File: src/rtl/vdc_pkg.sv
`default_nettype none
package vdc_pkg;
    // ==========================================
    // Widths
    localparam int ADDR_W            = 17;
    localparam int LEN_W             = 8;
    localparam int LINES_W           = 9;
    localparam int SKIP_W            = 12;
    localparam int DIV_W             = 4;
    localparam int BASE_W            = 16;
    localparam int LLEN_W            = 13;
    localparam int DAC_W             = 9;
    localparam int BYTE_W            = 8;
    // ==========================================
    // Timing, in video pixel clock cycles, plus move pace byte count and FIFO depth
    localparam int HOLD_CYCLES       = 10;
    localparam int RESET_EXIT_CYCLES = 3;
    localparam int PACE_PERIOD       = 5;
    localparam int PACE_BYTES        = 4;
    localparam int FIFO_DEPTH        = 16;
    // ==========================================
    // Reset values
    localparam logic [ADDR_W-1:0] ADDR_RST = 17'h00000;
    localparam logic [DAC_W-1:0]  DAC_RST  = 9'h000;
    // ==========================================
    // Carriers
    typedef struct packed {
        logic [ADDR_W-1:0] src;
        logic [ADDR_W-1:0] dst;
    } move_addr_t;
    typedef struct packed {
        logic [LEN_W-1:0]   len;
        logic [LINES_W-1:0] lines;
        logic [SKIP_W-1:0]  skip;
    } move_shape_t;
    typedef struct packed {
        logic              req;
        logic [ADDR_W-1:0] addr;
    } mem_rd_t;
    typedef struct packed {
        logic              req;
        logic [ADDR_W-1:0] addr;
        logic [BYTE_W-1:0] data;
    } mem_wr_t;
endpackage
`default_nettype wire

File: src/rtl/vdc_mem_engines.sv
`timescale 1ns/1ps
`default_nettype none

// ==========================================
// Byte FIFO between move reads and move writes
module move_fifo #(
    parameter int W     = 8,
    parameter int DEPTH = 16
) (
    input  wire logic                       clk_sys,
    input  wire logic                       clr,
    input  wire logic                       in_valid,
    output logic                            in_ready,
    input  wire logic [W-1:0]               in_data,
    output logic                            out_valid,
    input  wire logic                       out_ready,
    output logic [W-1:0]                    out_data,
    output logic [$clog2(DEPTH):0]          level
);
    localparam int AW = $clog2(DEPTH);
    if (DEPTH < 2 || (DEPTH & (DEPTH - 1)) != 0) begin : g_chk
        $error("move_fifo depth must be a power of two");
    end
    logic [W-1:0]  mem [DEPTH];
    logic [AW-1:0] wp_r;
    logic [AW-1:0] rp_r;
    logic [AW:0]   cnt_r;
    wire           push = in_valid && in_ready;
    wire           pop  = out_valid && out_ready;
    assign in_ready  = cnt_r != (AW+1)'(DEPTH);
    assign out_valid = cnt_r != '0;
    assign out_data  = mem[rp_r];
    assign level     = cnt_r;
    always_ff @(posedge clk_sys) begin
        if (push) begin
            mem[wp_r] <= in_data;
        end
    end
    always_ff @(posedge clk_sys) begin
        if (clr) begin
            wp_r  <= '0;
            rp_r  <= '0;
            cnt_r <= '0;
        end else begin
            wp_r  <= wp_r + AW'(push);
            rp_r  <= rp_r + AW'(pop);
            cnt_r <= cnt_r + (AW+1)'(push) - (AW+1)'(pop);
        end
    end
endmodule // move_fifo

// ==========================================
// Walks one rectangle, byte by byte, line by line
module block_walker (
    input  wire logic                          clk_sys,
    input  wire logic                          clr,
    input  wire logic                          load,
    input  wire logic                          step,
    input  wire logic                          reverse,
    input  wire logic [vdc_pkg::ADDR_W-1:0]    start,
    input  wire logic [vdc_pkg::LEN_W-1:0]     len,
    input  wire logic [vdc_pkg::LINES_W-1:0]   lines,
    input  wire logic [vdc_pkg::SKIP_W-1:0]    skip,
    output logic [vdc_pkg::ADDR_W-1:0]         addr,
    output logic                               active
);
    logic [vdc_pkg::ADDR_W-1:0]  line_r;
    logic [vdc_pkg::LEN_W-1:0]   off_r;
    logic [vdc_pkg::LINES_W-1:0] left_r;
    logic                        act_r;
    wire line_end = off_r == len - 8'h01;
    wire [vdc_pkg::ADDR_W-1:0] skip_x = vdc_pkg::ADDR_W'(skip);
    wire [vdc_pkg::ADDR_W-1:0] off_x  = vdc_pkg::ADDR_W'(off_r);
    assign addr   = reverse ? line_r - off_x : line_r + off_x;
    assign active = act_r;
    always_ff @(posedge clk_sys) begin
        if (clr) begin
            line_r <= vdc_pkg::ADDR_RST;
            off_r  <= '0;
            left_r <= '0;
            act_r  <= 1'b0;
        end else if (load) begin
            line_r <= start;
            off_r  <= '0;
            left_r <= lines;
            act_r  <= len != '0 && lines != '0;
        end else if (step && act_r) begin
            if (line_end) begin
                off_r  <= '0;
                line_r <= reverse ? line_r - skip_x : line_r + skip_x;
                left_r <= left_r - 9'h001;
                act_r  <= left_r != 9'h001;
            end else begin
                off_r <= off_r + 8'h01;
            end
        end
    end
endmodule // block_walker

// What this block does
// - Line length 0 to 255 bytes
// - Block lines 1 to 256
// - Lines spaced by skip, 1 to 2048
// - Source start is 17-bit first byte
// - Destination start is 17-bit first write
// - Shape write loads length, lines, skip
// - Address write loads source and destination
// - Direction bit; reverse uses last addresses
// - One start command after parameters
// - Four bytes per five pixel clocks
// - Display and host accesses win memory
// - Raw mode bypasses modulator, 8-bit unsigned
// - Samples ascend from base shifted left
// - Line length sets buffer, 1 to 4096
// - Sample drives DAC upper bits, LSB zero
// - First 10 cycles of line hold DAC
// - Run, mode, bias, divider controls used
// - Host may write memory while running
// - Video reset asynchronous, three-cycle exit
// - Video reset keeps control registers
// - Table select uses table U and V inside picture area
// - Table U zero-extended, V plain
module vdc_mem_engines (
    input  wire logic                          clk_sys,
    input  wire logic                          rst,
    input  wire logic                          video_reset_n,
    input  wire logic                          move_address_param_write,
    input  wire vdc_pkg::move_addr_t           move_addr_param,
    input  wire logic                          move_shape_param_write,
    input  wire vdc_pkg::move_shape_t          move_shape_param,
    input  wire logic                          move_reverse,
    input  wire logic                          move_start,
    output logic                               move_busy,
    input  wire logic                          host_mem_busy,
    input  wire logic                          disp_fetch_busy,
    output vdc_pkg::mem_rd_t                   mem_rd,
    input  wire logic [vdc_pkg::BYTE_W-1:0]    mem_rd_data,
    output vdc_pkg::mem_wr_t                   mem_wr,
    input  wire logic                          controller_run_bit,
    input  wire logic                          raw_sample_mode_select,
    input  wire logic                          analog_bias_on,
    input  wire logic [vdc_pkg::DIV_W-1:0]     sample_rate_divider,
    input  wire logic [vdc_pkg::BASE_W-1:0]    buffer_base,
    input  wire logic [vdc_pkg::LLEN_W-1:0]    line_length,
    input  wire logic                          line_start,
    input  wire logic [vdc_pkg::DAC_W-1:0]     mod_sample,
    output logic                               modulator_bypass,
    output logic                               dac_bias_en,
    output logic [vdc_pkg::DAC_W-1:0]          dac_code,
    input  wire logic                          table_chroma_select,
    input  wire logic                          picture_area,
    input  wire logic [3:0]                    u_table_bits,
    input  wire logic [3:0]                    v_table,
    input  wire logic [5:0]                    pixel_u,
    input  wire logic [3:0]                    pixel_v,
    output logic [5:0]                         chroma_u,
    output logic [3:0]                         chroma_v
);
    localparam int FD = vdc_pkg::FIFO_DEPTH;
    // ==========================================
    // Video reset: immediate entry, three-edge exit
    logic [vdc_pkg::RESET_EXIT_CYCLES-1:0] vchain_r;
    always_ff @(posedge clk_sys or negedge video_reset_n) begin
        if (!video_reset_n) begin
            vchain_r <= '0;
        end else begin
            vchain_r <= {vchain_r[vdc_pkg::RESET_EXIT_CYCLES-2:0], 1'b1};
        end
    end
    wire vclr = rst || !vchain_r[vdc_pkg::RESET_EXIT_CYCLES-1];

    // ==========================================
    // Move parameters; live with the host port, so video reset leaves them
    vdc_pkg::move_addr_t  addr_r;
    vdc_pkg::move_shape_t shape_r;
    logic                 rev_r;
    always_ff @(posedge clk_sys) begin
        if (rst) begin
            addr_r  <= '0;
            shape_r <= '0;
            rev_r   <= 1'b0;
        end else begin
            if (move_address_param_write) begin
                addr_r <= move_addr_param;
            end
            if (move_shape_param_write) begin
                shape_r <= move_shape_param;
            end
            if (move_start && !move_busy) begin
                rev_r <= move_reverse;
            end
        end
    end

    // ==========================================
    // Arbitration: host and display first, raw samples over the move
    logic                              busy_r;
    logic [2:0]                        slot_r;
    logic                              rd_pend_r;
    logic                              dac_pend_r;
    logic                              dac_want_r;
    logic [vdc_pkg::ADDR_W-1:0]        src_addr;
    logic [vdc_pkg::ADDR_W-1:0]        dst_addr;
    logic                              src_act;
    logic                              dst_act;
    logic                              f_in_ready;
    logic                              f_out_valid;
    logic [vdc_pkg::BYTE_W-1:0]        f_out_data;
    logic [$clog2(FD):0]               f_level;
    logic [vdc_pkg::LLEN_W-1:0]        idx_r;

    wire mem_free    = !host_mem_busy && !disp_fetch_busy;
    wire slot_ok     = slot_r != 3'(vdc_pkg::PACE_BYTES);
    wire fifo_room   = f_level <= ($clog2(FD)+1)'(FD - 2);
    wire dac_rd_go   = dac_want_r && mem_free;
    wire mv_rd_go    = src_act && slot_ok && mem_free && !dac_want_r && fifo_room;
    wire mv_wr_go    = f_out_valid && mem_free;
    wire move_load   = move_start && !busy_r;
    wire move_done   = busy_r && !src_act && !dst_act && !f_out_valid && !rd_pend_r;
    wire [vdc_pkg::ADDR_W-1:0] dac_addr =
        {buffer_base, 1'b0} + vdc_pkg::ADDR_W'(idx_r);

    // Requests and busy drop the moment the pin goes low, not at the next edge
    assign mem_rd.req  = !vclr && (mv_rd_go || dac_rd_go);
    assign mem_rd.addr = dac_rd_go ? dac_addr : src_addr;
    assign mem_wr.req  = !vclr && mv_wr_go;
    assign mem_wr.addr = dst_addr;
    assign mem_wr.data = f_out_data;
    assign move_busy   = busy_r && !vclr;

    always_ff @(posedge clk_sys) begin
        if (vclr) begin
            busy_r     <= 1'b0;
            slot_r     <= '0;
            rd_pend_r  <= 1'b0;
            dac_pend_r <= 1'b0;
        end else begin
            busy_r     <= move_load || (busy_r && !move_done);
            slot_r     <= slot_r == 3'(vdc_pkg::PACE_PERIOD - 1) ? 3'h0 : slot_r + 3'h1;
            rd_pend_r  <= mv_rd_go;
            dac_pend_r <= dac_rd_go;
        end
    end

    block_walker u_src (
        .clk_sys (clk_sys),
        .clr     (vclr),
        .load    (move_load),
        .step    (mv_rd_go),
        .reverse (rev_r),
        .start   (addr_r.src),
        .len     (shape_r.len),
        .lines   (shape_r.lines),
        .skip    (shape_r.skip),
        .addr    (src_addr),
        .active  (src_act)
    );
    block_walker u_dst (
        .clk_sys (clk_sys),
        .clr     (vclr),
        .load    (move_load),
        .step    (mv_wr_go),
        .reverse (rev_r),
        .start   (addr_r.dst),
        .len     (shape_r.len),
        .lines   (shape_r.lines),
        .skip    (shape_r.skip),
        .addr    (dst_addr),
        .active  (dst_act)
    );
    // Room for the read in flight keeps the FIFO from ever refusing a byte
    move_fifo #(.W(vdc_pkg::BYTE_W), .DEPTH(FD)) u_fifo (
        .clk_sys   (clk_sys),
        .clr       (vclr),
        .in_valid  (rd_pend_r),
        .in_ready  (f_in_ready),
        .in_data   (mem_rd_data),
        .out_valid (f_out_valid),
        .out_ready (mem_free),
        .out_data  (f_out_data),
        .level     (f_level)
    );

    // ==========================================
    // Raw sample stream to the DAC
    logic [vdc_pkg::DIV_W-1:0] div_r;
    logic [3:0]                hold_r;
    logic [vdc_pkg::DAC_W-1:0] dac_r;
    wire raw_on     = controller_run_bit && raw_sample_mode_select;
    wire tick       = raw_on && div_r == sample_rate_divider;
    wire idx_last   = idx_r == line_length - 13'h0001;
    wire line_begin = raw_on ? (dac_rd_go && idx_r == '0) : line_start;
    wire hold       = line_begin || hold_r != 4'h0;
    always_ff @(posedge clk_sys) begin
        if (vclr) begin
            div_r      <= '0;
            dac_want_r <= 1'b0;
            idx_r      <= '0;
            hold_r     <= '0;
        end else begin
            div_r      <= (tick || !raw_on) ? '0 : div_r + 4'h1;
            dac_want_r <= raw_on && (tick || (dac_want_r && !dac_rd_go));
            if (!raw_on || (dac_rd_go && idx_last)) begin
                idx_r <= '0;
            end else if (dac_rd_go) begin
                idx_r <= idx_r + 13'h0001;
            end
            hold_r <= line_begin ? 4'(vdc_pkg::HOLD_CYCLES - 1) :
                      (hold_r != 4'h0 ? hold_r - 4'h1 : 4'h0);
        end
    end
    // Pin low clears the DAC side at once, without waiting for a clock
    always_ff @(posedge clk_sys or negedge video_reset_n) begin
        if (!video_reset_n) begin
            dac_r            <= vdc_pkg::DAC_RST;
            modulator_bypass <= 1'b0;
            dac_bias_en      <= 1'b0;
            chroma_u         <= '0;
            chroma_v         <= '0;
        end else if (vclr) begin
            dac_r            <= vdc_pkg::DAC_RST;
            modulator_bypass <= 1'b0;
            dac_bias_en      <= 1'b0;
            chroma_u         <= '0;
            chroma_v         <= '0;
        end else begin
            if (!hold && raw_on && dac_pend_r) begin
                dac_r <= {mem_rd_data, 1'b0};
            end else if (!hold && controller_run_bit && !raw_sample_mode_select) begin
                dac_r <= mod_sample;
            end
            modulator_bypass <= raw_on;
            dac_bias_en      <= analog_bias_on;
            // Table U is always positive: narrower colour space
            chroma_u <= (table_chroma_select && picture_area) ? {2'b00, u_table_bits} :
                        pixel_u;
            chroma_v <= (table_chroma_select && picture_area) ? v_table : pixel_v;
        end
    end
    assign dac_code = dac_r;
endmodule // vdc_mem_engines
`default_nettype wire

File: config.mk
export PLATFORM = sky130hd
export DESIGN_NAME = vdc_mem_engines
export DESIGN_NICKNAME = d
export VERILOG_FILES = /design/src/rtl/vdc_pkg.sv /design/src/rtl/vdc_mem_engines.sv
export SDC_FILE = /design/constraint.sdc
export NUM_CORES = 1
export LEC_CHECK = 0
export BUFFER_PORTS_ARGS = -buffer_cell sky130_fd_sc_hd__buf_2
export CAP_MARGIN = 20
export CORE_MARGIN = 4
export CORE_UTILIZATION = 40
export DETAILED_ROUTE_END_ITERATION = 10
export GPL_ROUTABILITY_DRIVEN = 0
export PLACE_DENSITY_LB_ADDON = 0.1
export SLEW_MARGIN = 20
export SYNTH_ARGS = -nofsm -noshare
export SYNTH_HDL_FRONTEND = slang
export SYNTH_SLANG_ARGS = --single-unit
File: constraint.sdc
create_clock -name clk_sys -period 13.08 [get_ports clk_sys]
set_clock_uncertainty 0.1 [all_clocks]
set_input_delay 2.616 -clock clk_sys [delete_from_list [all_inputs] [get_ports clk_sys]]
set_output_delay 2.616 -clock clk_sys [all_outputs]
set_load 0.02 [all_outputs]
==> results.md, run 1 <==
Run status:
- The flow ran to the end, and the final reports show no timing, DRC or antenna violations.

Timing:
- In this run the tightest slew margin relative to its limit is around 33%.
- After routing, the total negative slack on setup checks comes to 0 ns.
- At the pin with the least slew margin, the transition time is 0.999 ns.
- The max-slew violation count came to 0.
- Setup repair after global routing left no endpoint under its margin.
- The number of endpoints with negative hold slack in the final report is 0.
- Timing would allow up to 120 MHz.
- The total of endpoints with negative setup slack in the final report is 0.
- The final clock period utilization by the worst path is 63.5%.
- The post-layout minimum cycle time is 8.30 ns.

Global route:
- Global routing used between 20% and 30% of the available tracks.
- The via count of the first global-routing pass came to 13900.
- The maximum number of pins on one net before global-route repair is 88.
- The initial antenna violation count came to 1.
- The total overflow reported by the global router is 0.
- The first global-routing pass estimated 79.7 mm of wire.

CTS:
- The number of buffers inserted by hold repair at cts is 0.
- Clock-pin slew was measured on the worst setup and hold paths at 0.05 ns.
- The number of gates resized after CTS was 0.
- The number of buffers on the longest clock path is 3.
- The clock sink count is 327.
- The cell sitting at the root of the clock tree is a sky130_fd_sc_hd__clkbuf_16.
- The number of levels the H-tree was split into is 2.
- The TritonCTS clock tree is done.
- In this run the post-CTS setup repair buffer count came out at 0.
- The number of buffers created by CTS is 38.
- Clock latency on the worst-skew pair, taken at its later pin, is 0.56 ns.

Finish:
- The net count of the finished layout is 2295.
- The filler cells instantiated in the layout total ~4400.
- The proportion of layout cells with a drive suffix above 1 is 17.3%.
- Once layout is complete, the utilization of the core stands at 46.7%.
- For this run, the number of standard cells in the final layout without fillers is 2677.
- The layout overhead on the synthesized area is 14.6%.

Placement:
- The port buffer count is 211.
- The post-DP HPWL is about 38 mm.
- The number of cells in the design after placement is between 2000 and 3000.

Critical path:
- The worst path required time is 10.36 ns.
- Along the worst path, the maximum fanout reaches 3.
- The worst setup path is of the in2out kind.
- For the worst setup path, the data arrival time is 5.59 ns.
- The kind of start point of the critical path is a primary input.
- On the critical path, the stage with the largest delay is an instance of sky130_fd_sc_hd__fa_1.
- The launch point of the critical path is buffer_base[0].
- The critical path goes through buf_2 > ha_1 > inv_1 > fa_1 > nor2b_1 > o21ai_0 > a21boi_0 > o21ai_0 > a21boi_0 > o2111ai_1 > a31oi_1 > nand3_1 > xor2_1 > a211oi_1 > buf_2.
- The endpoint type of the worst setup path is a primary output.
- The maximum single-stage delay on the critical path is 0.40 ns.
- The worst register-to-register path begins at rev_r.

Die:
- The total area inside the core boundary comes to 0.0457 sq mm.
- The total number of placement rows is 78.
- The floorplan die area is 0.0500 sq mm.
- The die extent in x is 224 um.
- For this design the top-level I/O count stands at 212.
- Once the floorplan was initialized, standard cells occupied 40.7% of the core.
- Measured along the y axis, the die boundary spans about 220 um.

Logic synthesis:
- The share of synthesized area occupied by flip-flops and latches is 42.7%.
- The average instance in the mapped netlist occupies 9.89 sq um.
- Counting flops with an async set or reset pin after synthesis yields a share of 7.34%.
- In this run the biggest area consumer among cell types represents 20.7% of the synthesized area.
- The compound-gate portion of the synthesized area is 12.4%.
- The flip-flop and latch count after synthesis is approximately 330.
- The Yosys step of the flow raised 0 warnings.
- The number of different library cells used by synthesis comes to 88.
- The simple-gate area share of the yosys netlist is 16.1%.
- After synthesis, the share of cell area in mux cells is 9.63%.
- The cell type with the highest aggregate area in the netlist is sky130_fd_sc_hd__edfxtp_1.
- The netlist area before placement is 0.0186 sq mm.
- The total nets after synthesis is 2129.
- The count of flip-flops with a built-in enable after synthesis is 128.
- After Yosys synthesis, XOR and XNOR cells account for 8.16% of the synthesized area.
- After technology mapping, the gate count stands at around 1900.
- After Yosys synthesis, full adders, half adders and majority gates account for 7.25% of the synthesized area.
- The dominant combinational cell family by area after synthesis is simple AND/OR/NAND/NOR gates.
- Yosys attributes the largest share of cell area to sky130_fd_sc_hd__edfxtp_1, sky130_fd_sc_hd__dfxtp_1, sky130_fd_sc_hd__ha_1.
- The most used flip-flop cell after synthesis is sky130_fd_sc_hd__dfxtp_1.

Job:
- Across the run, the number of max-cap violations was 0.

Power:
- The static power due to leakage is 8.37 nW.
- The design draws 2.52 mW.
- The maximum resistive drop on vdd is 0.0000868 V.
- The total power density per cell area is ~120 mW/mm^2.

Detailed routing:
- For this block, the routed nets add up to 51.8 mm of wire.
- The mean routed wirelength per cell is approximately 19 um.
- The DRC marker count from the first detailed-route iteration is 980.
- Before antenna repair, the detailed router went through 5 iterations.
- In the routed layout, each cell is associated on average with a via count of 5.42.
- After detailed routing, the number of remaining DRC violations is 0.
- In this run the remaining antenna-violating nets after routing total 0.
- For this block, the via count after detailed routing is 14500.

Worst hold path:
- In this run the worst hold path is classified as reg2reg.
- The start point of the worst min-delay path is vchain_r[0].
==> synth_stat cells (4+ instances only) <==
cell type                   count
sky130_fd_sc_hd__a2111oi_0      4
sky130_fd_sc_hd__a211o_1        7
sky130_fd_sc_hd__a211oi_1      21
sky130_fd_sc_hd__a21boi_0       9
sky130_fd_sc_hd__a21o_1        23
sky130_fd_sc_hd__a21oi_1      109
sky130_fd_sc_hd__a311oi_1      10
sky130_fd_sc_hd__a31oi_1       18
sky130_fd_sc_hd__and2_1        21
sky130_fd_sc_hd__and3_1        19
sky130_fd_sc_hd__buf_1         14
sky130_fd_sc_hd__clkbuf_1      72
sky130_fd_sc_hd__dfrtp_1       24
sky130_fd_sc_hd__dfxtp_1      175
sky130_fd_sc_hd__edfxtp_1     128
sky130_fd_sc_hd__fa_1           6
sky130_fd_sc_hd__ha_1          95
sky130_fd_sc_hd__inv_1         76
sky130_fd_sc_hd__maj3_1         4
sky130_fd_sc_hd__mux2i_1       88
sky130_fd_sc_hd__mux4_2        40
sky130_fd_sc_hd__nand2_1      124
sky130_fd_sc_hd__nand2b_1      12
sky130_fd_sc_hd__nand3_1       50
sky130_fd_sc_hd__nand4_1       17
sky130_fd_sc_hd__nor2_1       240
sky130_fd_sc_hd__nor2b_1       14
sky130_fd_sc_hd__nor3_1        46
sky130_fd_sc_hd__nor3b_1        7
sky130_fd_sc_hd__nor4_1        12
sky130_fd_sc_hd__o211ai_1      15
sky130_fd_sc_hd__o21a_1         9
sky130_fd_sc_hd__o21ai_0       73
sky130_fd_sc_hd__o21bai_1       4
sky130_fd_sc_hd__o22ai_1        4
sky130_fd_sc_hd__o311ai_0       4
sky130_fd_sc_hd__o31ai_1       13
sky130_fd_sc_hd__o41ai_1        5
sky130_fd_sc_hd__or2_2         11
sky130_fd_sc_hd__or3_1         20
sky130_fd_sc_hd__or4_1          5
sky130_fd_sc_hd__xnor2_1      105
sky130_fd_sc_hd__xor2_1        57
==> path summary, 6_finish.rpt <==
check / end / slack (ns) / depth (start not counted)
min in group asynchronous: chroma_u[5] / 1.95 / 1
max: mem_rd[15] / 4.78 / 15
max in group asynchronous: vchain_r[0] / 10.57 / 1
min: vchain_r[1] / 0.25 / 0
min reg2reg: vchain_r[1] / 0.25 / 0
max reg2reg: u_dst.line_r[12] / 8.26 / 13
==> cells in the final DEF, fill, tap and decap left out, types with 15 or more instances in the layout <==
cell,count
sky130_fd_sc_hd__nand2_1,124
sky130_fd_sc_hd__a21o_1,23
sky130_fd_sc_hd__xor2_1,57
sky130_fd_sc_hd__nand4_1,17
sky130_fd_sc_hd__and2_1,21
sky130_fd_sc_hd__nor2_1,240
sky130_fd_sc_hd__o211ai_1,15
sky130_fd_sc_hd__a211oi_1,21
sky130_fd_sc_hd__mux2i_1,88
sky130_fd_sc_hd__buf_2,211
sky130_fd_sc_hd__nand3_1,50
sky130_fd_sc_hd__and3_1,19
sky130_fd_sc_hd__dfrtp_1,24
sky130_fd_sc_hd__xnor2_1,105
sky130_fd_sc_hd__or3_1,20
sky130_fd_sc_hd__dfxtp_1,173
sky130_fd_sc_hd__edfxtp_1,128
sky130_fd_sc_hd__mux4_2,40
sky130_fd_sc_hd__inv_1,76
sky130_fd_sc_hd__ha_1,95
sky130_fd_sc_hd__o21ai_0,73
sky130_fd_sc_hd__clkbuf_16,39
sky130_fd_sc_hd__nor3_1,42
sky130_fd_sc_hd__a21oi_1,109
sky130_fd_sc_hd__a31oi_1,18
==> cells by family (layout without fill, tap and decap cells) <==
logic type               Yosys count  in the layout
AO/OA/AOI/OAI                    358            358
XOR/XNOR                         167            167
adder cells (fa/ha/maj)          105            105
buffers and inverters            173            367
flip-flops                       327            327
multiplexers                     129            129
other                              1              2
AND/OR/NAND/NOR                  622            622
==> layer usage <==
layer  wire length [um]  share of wire (%)  track usage (%)
met1              23300                 45             27.0
met2              25100                 48             34.0
met3               2210                4.3             2.70
met4               1220                2.4             6.03
met5                  0                  0                0
==> worst max-delay path, delay by kind of cell <==
family / cells / cell delay, ns
compound gates: 7 / 1.66
fa+ha+maj: 2 / 0.55
buf+inv: 3 / 0.35
simple gates: 2 / 0.25
xor+xnor: 1 / 0.15
==> metrics by stage <==
step	worst slack [ns]	area (sq um)	hold WS, ns
floorplan	5.18	18600	0.231
global placement	4.90	20100	0.236
detailed placement	4.81	20100	0.242
CTS	4.79	21300	0.255
global route	4.47	21300	0.277
finish	4.78	21300	0.251
==> flip-flops by register name, summed over array words and instances (netlist names), 5 cells and up <==
register      flops
addr_r           34
chroma_u          6
dac_code          9
idx_r            13
shape_r          29
u_dst.left_r      9
u_dst.line_r     17
u_dst.off_r       8
u_fifo.level      5
u_fifo.mem      128
u_src.left_r      9
u_src.line_r     17
u_src.off_r       8
==> power by group <==
part	internal, mW	switching (mW)	total, mW
Combinational	0.156	0.231	0.387
Clock	0.594	0.434	1.03
Sequential	1.08	0.0256	1.11
Total	1.83	0.691	2.52
==> area by class of cell <==
class	count	area [sq um]	share of cell area, %
Multi-Input combinational cell	1382	9990	46.9
Sequential cell	327	7950	37.3
Timing Repair Buffer	221	1130	5.31
Clock buffer	48	1060	4.97
Tap cell	600	751	3.52
Inverter	78	293	1.37
Clock inverter	20	143	0.669
Antenna cell	1	2.50	0.0117
(Power assumes the default switching activity.)
==> run 2, diff against run 1 <==
Clock period 13.08 ns to 7.1 ns, I/O delays scaled along.
==> results.md, run 2 (synthesis results as in run 1) <==
Finish:
- The commonest non-fill, non-tap cell in the layout is sky130_fd_sc_hd__nor2_1.
- In the layout the commonest cells are sky130_fd_sc_hd__nor2_1, sky130_fd_sc_hd__buf_2, sky130_fd_sc_hd__dfxtp_1, sky130_fd_sc_hd__edfxtp_1, sky130_fd_sc_hd__nand2_1.
- From synthesis to final layout, the design area changed by 14.9%.
- The final-layout fill cell count is 4353.
- The layout net count is 2296.
- The largest registers in the layout are u_fifo.mem x128, addr_r x34, shape_r x29.
- The register with the highest flop count is u_fifo.mem.
- The combined area of the multi-input logic cells is 0.00998 sq mm.
- 0 antenna diodes ended up in the layout.
- The number of flip-flops in the largest register is 128.
- The utilization after layout is between 40% and 50%.
- In the final layout, flip-flops and latches occupy ~0.008 sq mm.
- The proportion of layout cells with a drive suffix above 1 is 17.4%.

Critical path:
- Walking the worst path, the cells encountered are inv_1 > ha_1 > mux2i_1 > fa_1 > a21o_1 > a21oi_1 > o21ai_0 > a21oi_1 > o21bai_1 > a211o_1 > a2111oi_0 > o311ai_0 > a21oi_1 > xnor2_1 > buf_2.
- The kind of start point of the critical path is a flop.
- The classification of the worst setup path is reg2out.
- In this design, the stage delay of the slowest critical-path cell is 0.75 ns.
- By instance count, the cell type seen most on the critical path is sky130_fd_sc_hd__a21oi_1.
- Setup slack on the worst reg-to-reg path comes out at 2.17 ns.
- For the worst setup path, the data arrival time is a little under 5 ns.
- The cell with the biggest individual delay on the critical path is sky130_fd_sc_hd__a2111oi_0.
- The worst path required time is 5.58 ns.
- The endpoint type of the worst setup path is a primary output.
- Of all nets on the critical path, the largest fanout is 10.

Timing:
- Headroom to the max-slew limit came out at 28.3%.
- The worst hold margin is 0.250 ns.
- The number of endpoints with negative hold slack in the final report is 0.
- The final clock period utilization by the worst path is 89.3%.
- Setup total negative slack on the finished layout was measured at 0 ns.
- The transition at the pin with the smallest max-transition slack is 1.08 ns.
- Setup repair after global routing left no endpoint under its margin.
- The smallest clock period supported by the final layout is computed as between 6 and 7 ns.
- The total of endpoints with negative setup slack in the final report is 0.
- Once routing completed, OpenROAD measured the worst setup slack at 0.758 ns.
- The maximum operating frequency is 158 MHz.
- The max-slew violation count is 0.

CTS:
- The cell at the root of the clock tree is sky130_fd_sc_hd__clkbuf_16.
- The post-CTS setup buffer count is 0.
- Buffers inserted to repair hold after CTS numbered 0.
- The clock drives ~330 sinks.
- TritonCTS built the clock tree.
- The clock insertion delay at the later pin of the skew report is roughly 0.56 ns.
- The number of gates resized after cts is 0.
- The number of buffers created by CTS is 39.
- The clock slew at the register clock pins of the worst setup and hold paths is about 0.06 ns.
- The longest clock path from root to sink contains 3 buffers.
- The number of levels the H-tree was split into is 2.

Global route:
- The initial antenna violation count was 0.
- Summed over all layers, the global routing overflow is 0.
- The via count of the first global-routing pass came to about 14000.
- Global routing used 20.2% of the available tracks across all layers.
- The first global-routing pass estimated 80.5 mm of wire.
- Entering global routing, the biggest net connects 67 pins.

Die:
- The number of top-level design ports is 212.
- The total core area is ~0.046 sq mm.
- The total number of placement rows is 78.
- Measured along the x axis, the die boundary spans about 220 um.
- The die boundary height is 224 um.
- The floorplan die area is 0.0500 sq mm.
- Once the floorplan was initialized, standard cells occupied between 40% and 50% of the core.

Placement:
- Buffers placed on the I/O ports in this run total 211.
- After legalization and detailed placement, the total HPWL measured approximately 39 mm.
- OpenSTA, run right after detailed placement, puts the worst setup slack at 1.33 ns.

Detailed routing:
- The detail route stage leaves a number of antenna-violating nets equal to 0.
- The DRC marker count from the first detailed-route iteration is roughly 780.
- After detailed routing, the total wire length is approximately 52 mm.
- The vias after detailed routing is 14500.
- Dividing the detail-routed wire length by the instance count gives 19.5 um.
- The length of the first detailed-routing pass in iterations is 7.
- For this run, design rule violations remaining after detail routing come to 0.
- After detailed routing, the number of vias per cell comes to 5.41.

Run status:
- The run finished with clean final reports.

Power:
- For this design the static power due to leakage is 8.40 nW.
- The maximum resistive drop on vdd is approximately 0.00015 V.
- Overall power consumption after layout is estimated at 4.72 mW.
- Power spread over the standard cell area amounts to approximately 220 mW/mm^2.

Worst hold path:
- The type of the worst min-delay path is reg2reg.

Job:
- The tool flagged a number of max-cap violations equal to 0.
-- run 2: cell count changes in the layout (fill, tap and decap cells not counted), moves of 3 or more --
| cell | previous run | this run |
|---|---|---|
| sky130_fd_sc_hd__clkbuf_8 | 5 | 8 |
| sky130_fd_sc_hd__clkinv_2 | 10 | 6 |
| sky130_fd_sc_hd__clkinv_1 | 8 | 2 |
| sky130_fd_sc_hd__clkbuf_1 | 4 | 12 |
-- run 2: critical path, delay by kind of cell (launching register included) --
kind,cells,cell delay [ns]
buf+inv,2,0.25
mux,1,0.11
flops,1,0.53
xor+xnor,1,0.13
fa+ha+maj,2,0.76
compound gates,9,2.49
-- run 2: final timing paths --
kind / start / endpoint / cells after the start
max: u_dst.off_r[0] / mem_wr[24] / 15
min: vchain_r[0] / vchain_r[1] / 0
max reg2reg: rev_r / u_dst.line_r[12] / 14
min reg2reg: vchain_r[0] / vchain_r[1] / 0
max in group asynchronous: video_reset_n / dac_code[0] / 1
min in group asynchronous: video_reset_n / chroma_v[3] / 1
-- run 2: layer usage --
metal	global-route usage, %	wire (um)	vias to the layer above
met2	35.1	26000	286
met1	26.5	23100	7000
met5	0	0	-
li1	-	-	7147
met4	5.55	1100	0
met3	3.04	2200	66
-- run 2: through the flow --
step	cells	instance area, sq um
6_report	2680	21400
5_1_grt	2680	21400
4_1_cts	2680	21400
3_5_place_dp	2608	20100
3_3_place_gp	2608	20100
2_1_floorplan	1882	18600
-- run 2: cell type report --
| type | instances | share of cell area [%] |
|---|---|---|
| flip-flops and latches | 327 | 37.2 |
| clock buffers | 62 | 5.45 |
| repair buffers | 221 | 5.29 |
| clock inverters | 10 | 0.538 |
| inverters | 78 | 1.37 |
| well taps | 600 | 3.51 |
| multi-input cells | 1382 | 46.7 |
-- run 2: power by group --
group	internal, mW	total (mW)	switching (mW)
logic	0.288	0.713	0.426
registers	1.99	2.04	0.0474
clock network	1.17	1.97	0.798
==> run 3, diff against run 2 <==
Settings changed: CORE_UTILIZATION 40 to 23.
==> results.md, run 3 (synthesis results as in run 1) <==
CTS:
- The clock slew at the register clock pins of the worst setup and hold paths is 0.06 ns.
- Clock tree synthesis selected as its root buffer the cell sky130_fd_sc_hd__clkbuf_16.
- The number of gates resized after cts is 0.
- The number of clock buffers added by TritonCTS is 45.
- TritonCTS built the clock tree.
- The number of levels the H-tree was split into is 2.
- The clock net in this run drives a total of between 300 and 400 sinks.
- The number of hold buffers added after CTS was 0.
- The clock insertion delay at the later pin of the skew report is 0.60 ns.
- The post-CTS setup buffer count is 0.
- The number of buffers on the longest clock path is 3.

Finish:
- The register with the highest flop count is u_fifo.mem.
- The utilization after layout is 27.6%.
- In the layout the commonest cells are sky130_fd_sc_hd__nor2_1, sky130_fd_sc_hd__buf_2, sky130_fd_sc_hd__dfxtp_1, sky130_fd_sc_hd__edfxtp_1, sky130_fd_sc_hd__nand2_1.
- The layout overhead on the synthesized area is 19.4%.
- The number of flip-flops in the largest register is 128.
- Of the cells placed in the final design, the portion with a size suffix greater than 1 is 17.8%.
- The largest registers in the layout are u_fifo.mem x128, addr_r x34, shape_r x29.
- The final-layout fill cell count is ~8500.
- After the last flow step, the layout net total stands at 2305.
- The library cell used most frequently in the layout, excluding fill and tap cells, is sky130_fd_sc_hd__nor2_1.

Die:
- Once the floorplan was initialized, standard cells occupied a little under a quarter of the core.
- After floorplanning, the core was divided into around 100 placement rows.
- The die boundary height is 292 um.
- The number of top-level design ports is 212.
- The die covers 0.0855 sq mm.
- The die is between 200 and 300 um wide.
- The total core area is 0.0804 sq mm.

Power:
- Registers are responsible for 40.6% of the overall power.
- The total power density per cell area is 226 mW/mm^2.
- The switching share of power is between 20 and 30%.
- The maximum resistive drop on vdd is 0.000191 V.
- The internal cell power is 3.61 mW.
- In this run the power spent charging and discharging nets is 1.42 mW.
- The static power due to leakage is about 8.5 nW.
- In this run, the combinational gates consume between 10% and 20% of the power.
- Per report_power, the clock group accounts for between 40% and 50% of the total.

Worst hold path:
- The path class of the tightest hold or removal check is reg2reg.
- The worst hold path was traced through 0 stages.

Timing:
- The max-slew violation count is 0.
- Setup violations remaining at the end of the flow were counted as 0.
- Static timing analysis puts the maximum clock frequency at 154 MHz.
- The number of endpoints with negative hold slack in the final report is 0.
- For the pin with the worst max-slew slack, the measured transition is about 1.1 ns.
- Dividing the final minimum period by the clock period gives approximately nine tenths.
- Setup repair after global routing left no endpoint under its margin.
- After routing, the total negative slack on setup checks comes to 0 ns.
- The worst pin sits at a relative slew slack of roughly 22%.
- The post-layout minimum cycle time is ~6.5 ns.

Detailed routing:
- Dividing the detail-routed wire length by the instance count gives approximately 19 um.
- The first detailed-routing pass took 4 iterations.
- The remaining number of nets flagged by the antenna check after routing is 0.
- The vias after detailed routing is 14400.
- The average vias per placed instance is 4.56.
- The first routing iteration left 542 violations.
- For this run, design rule violations remaining after detail routing come to 0.
- Summed over all layers, the routed wires come to 60.2 mm.

Global route:
- The via count of the first global-routing pass came to 14600.
- The all-layer global routing usage is 13.7%.
- The total overflow reported by the global router is 0.
- The initial antenna violation count came to 0.
- Entering global routing, the biggest net connects 70 pins.
- The first-pass GRT wire length is slightly above 90 mm.

Job:
- Across the run, the number of max-cap violations was 0.

Critical path:
- The worst path required time is 5.58 ns.
- STA classifies the critical path endpoint as a primary output.
- The signal arrival time at the worst endpoint is 4.98 ns.
- The maximum fanout along the worst path is 10.
- The classification of the worst setup path is reg2out.
- STA classifies the critical path startpoint as a flop.
- Measured in cells, the most critical reg-to-reg path has a length of 13.

Placement:
- The wire-length estimate of the detail-placed layout is 44.7 mm.
- During placement, the flow inserted port buffers numbering 211.

Run status:
- The flow ran to the end, and the final reports show no timing, DRC or antenna violations.
[run 3: changes by cell type in the layout (fill, tap and decap cells not counted), sizes merged]
cell,change
clkinv,+8
bufinv,+2
inv,+1
clkinvlp,+2
diode,+1
buf,+3
clkbuf,-1
[run 3: through the flow]
step / hold WS, ns / instance area (sq um) / cells / worst slack, ns / power [mW]
2_1_floorplan: 0.231 / 18600 / 1882 / 1.50 / 2.56
3_3_place_gp: 0.239 / 20700 / 3071 / 1.10 / 2.81
3_5_place_dp: 0.240 / 20700 / 3071 / 1.09 / 2.82
4_1_cts: 0.254 / 22200 / 3155 / 0.507 / 5.15
5_1_grt: 0.255 / 22200 / 3155 / 0.0817 / 5.29
6_report: 0.248 / 22200 / 3156 / 0.597 / 5.03
[run 3: final cells by class]
| type | instances | area [sq um] | share of cell area, % |
|---|---|---|---|
| multi-input cells | 1382 | 10000 | 45.0 |
| flip-flops and latches | 327 | 7950 | 35.8 |
| well taps | 1060 | 1330 | 5.97 |
| clock buffers | 61 | 1220 | 5.47 |
| repair buffers | 224 | 1150 | 5.19 |
| inverters | 78 | 293 | 1.32 |
| clock inverters | 23 | 268 | 1.21 |
| diodes | 1 | 2.50 | 0.0113 |
[run 3: power by group through the flow]
stage	registers, mW	clock network [mW]	logic [mW]
2_1_floorplan	2.06	0	0.500
3_3_place_gp	2.08	0	0.730
3_5_place_dp	2.08	0	0.733
4_1_cts	2.04	2.37	0.738
5_1_grt	2.05	2.44	0.805
6_report	2.04	2.26	0.722
[run 3: final timing paths]
path,start,to,slack [ns]
worst max-delay path,u_dst.off_r[0],mem_wr[24],0.60
worst min-delay path,vchain_r[0],vchain_r[1],0.25
worst max register to register,rev_r,u_dst.line_r[13],2.26
worst min register to register,vchain_r[0],vchain_r[1],0.25
max in group asynchronous,video_reset_n,dac_bias_en,5.74
min in group asynchronous,video_reset_n,chroma_v[3],0.73
[run 3: routing by layer]
layer	GRT usage, %	share of wire, %
met3	2.24	3.5
met5	0	0
met2	24.1	50
met4	3.12	1.9
met1	17.8	45
[run 3: worst max-delay path, cell delays in order (launching register included)]
cell,delay [ns]
sky130_fd_sc_hd__dfxtp_1,0.56
sky130_fd_sc_hd__inv_1,0.09
sky130_fd_sc_hd__ha_1,0.32
sky130_fd_sc_hd__mux2i_1,0.12
sky130_fd_sc_hd__fa_1,0.47
sky130_fd_sc_hd__a21o_1,0.18
sky130_fd_sc_hd__a21oi_1,0.21
sky130_fd_sc_hd__o21ai_0,0.11
sky130_fd_sc_hd__a21oi_1,0.27
sky130_fd_sc_hd__o21bai_1,0.13
sky130_fd_sc_hd__a211o_1,0.33
sky130_fd_sc_hd__a2111oi_0,0.79
sky130_fd_sc_hd__o311ai_0,0.26
sky130_fd_sc_hd__a21oi_1,0.22
sky130_fd_sc_hd__xnor2_1,0.14
sky130_fd_sc_hd__buf_2,0.19
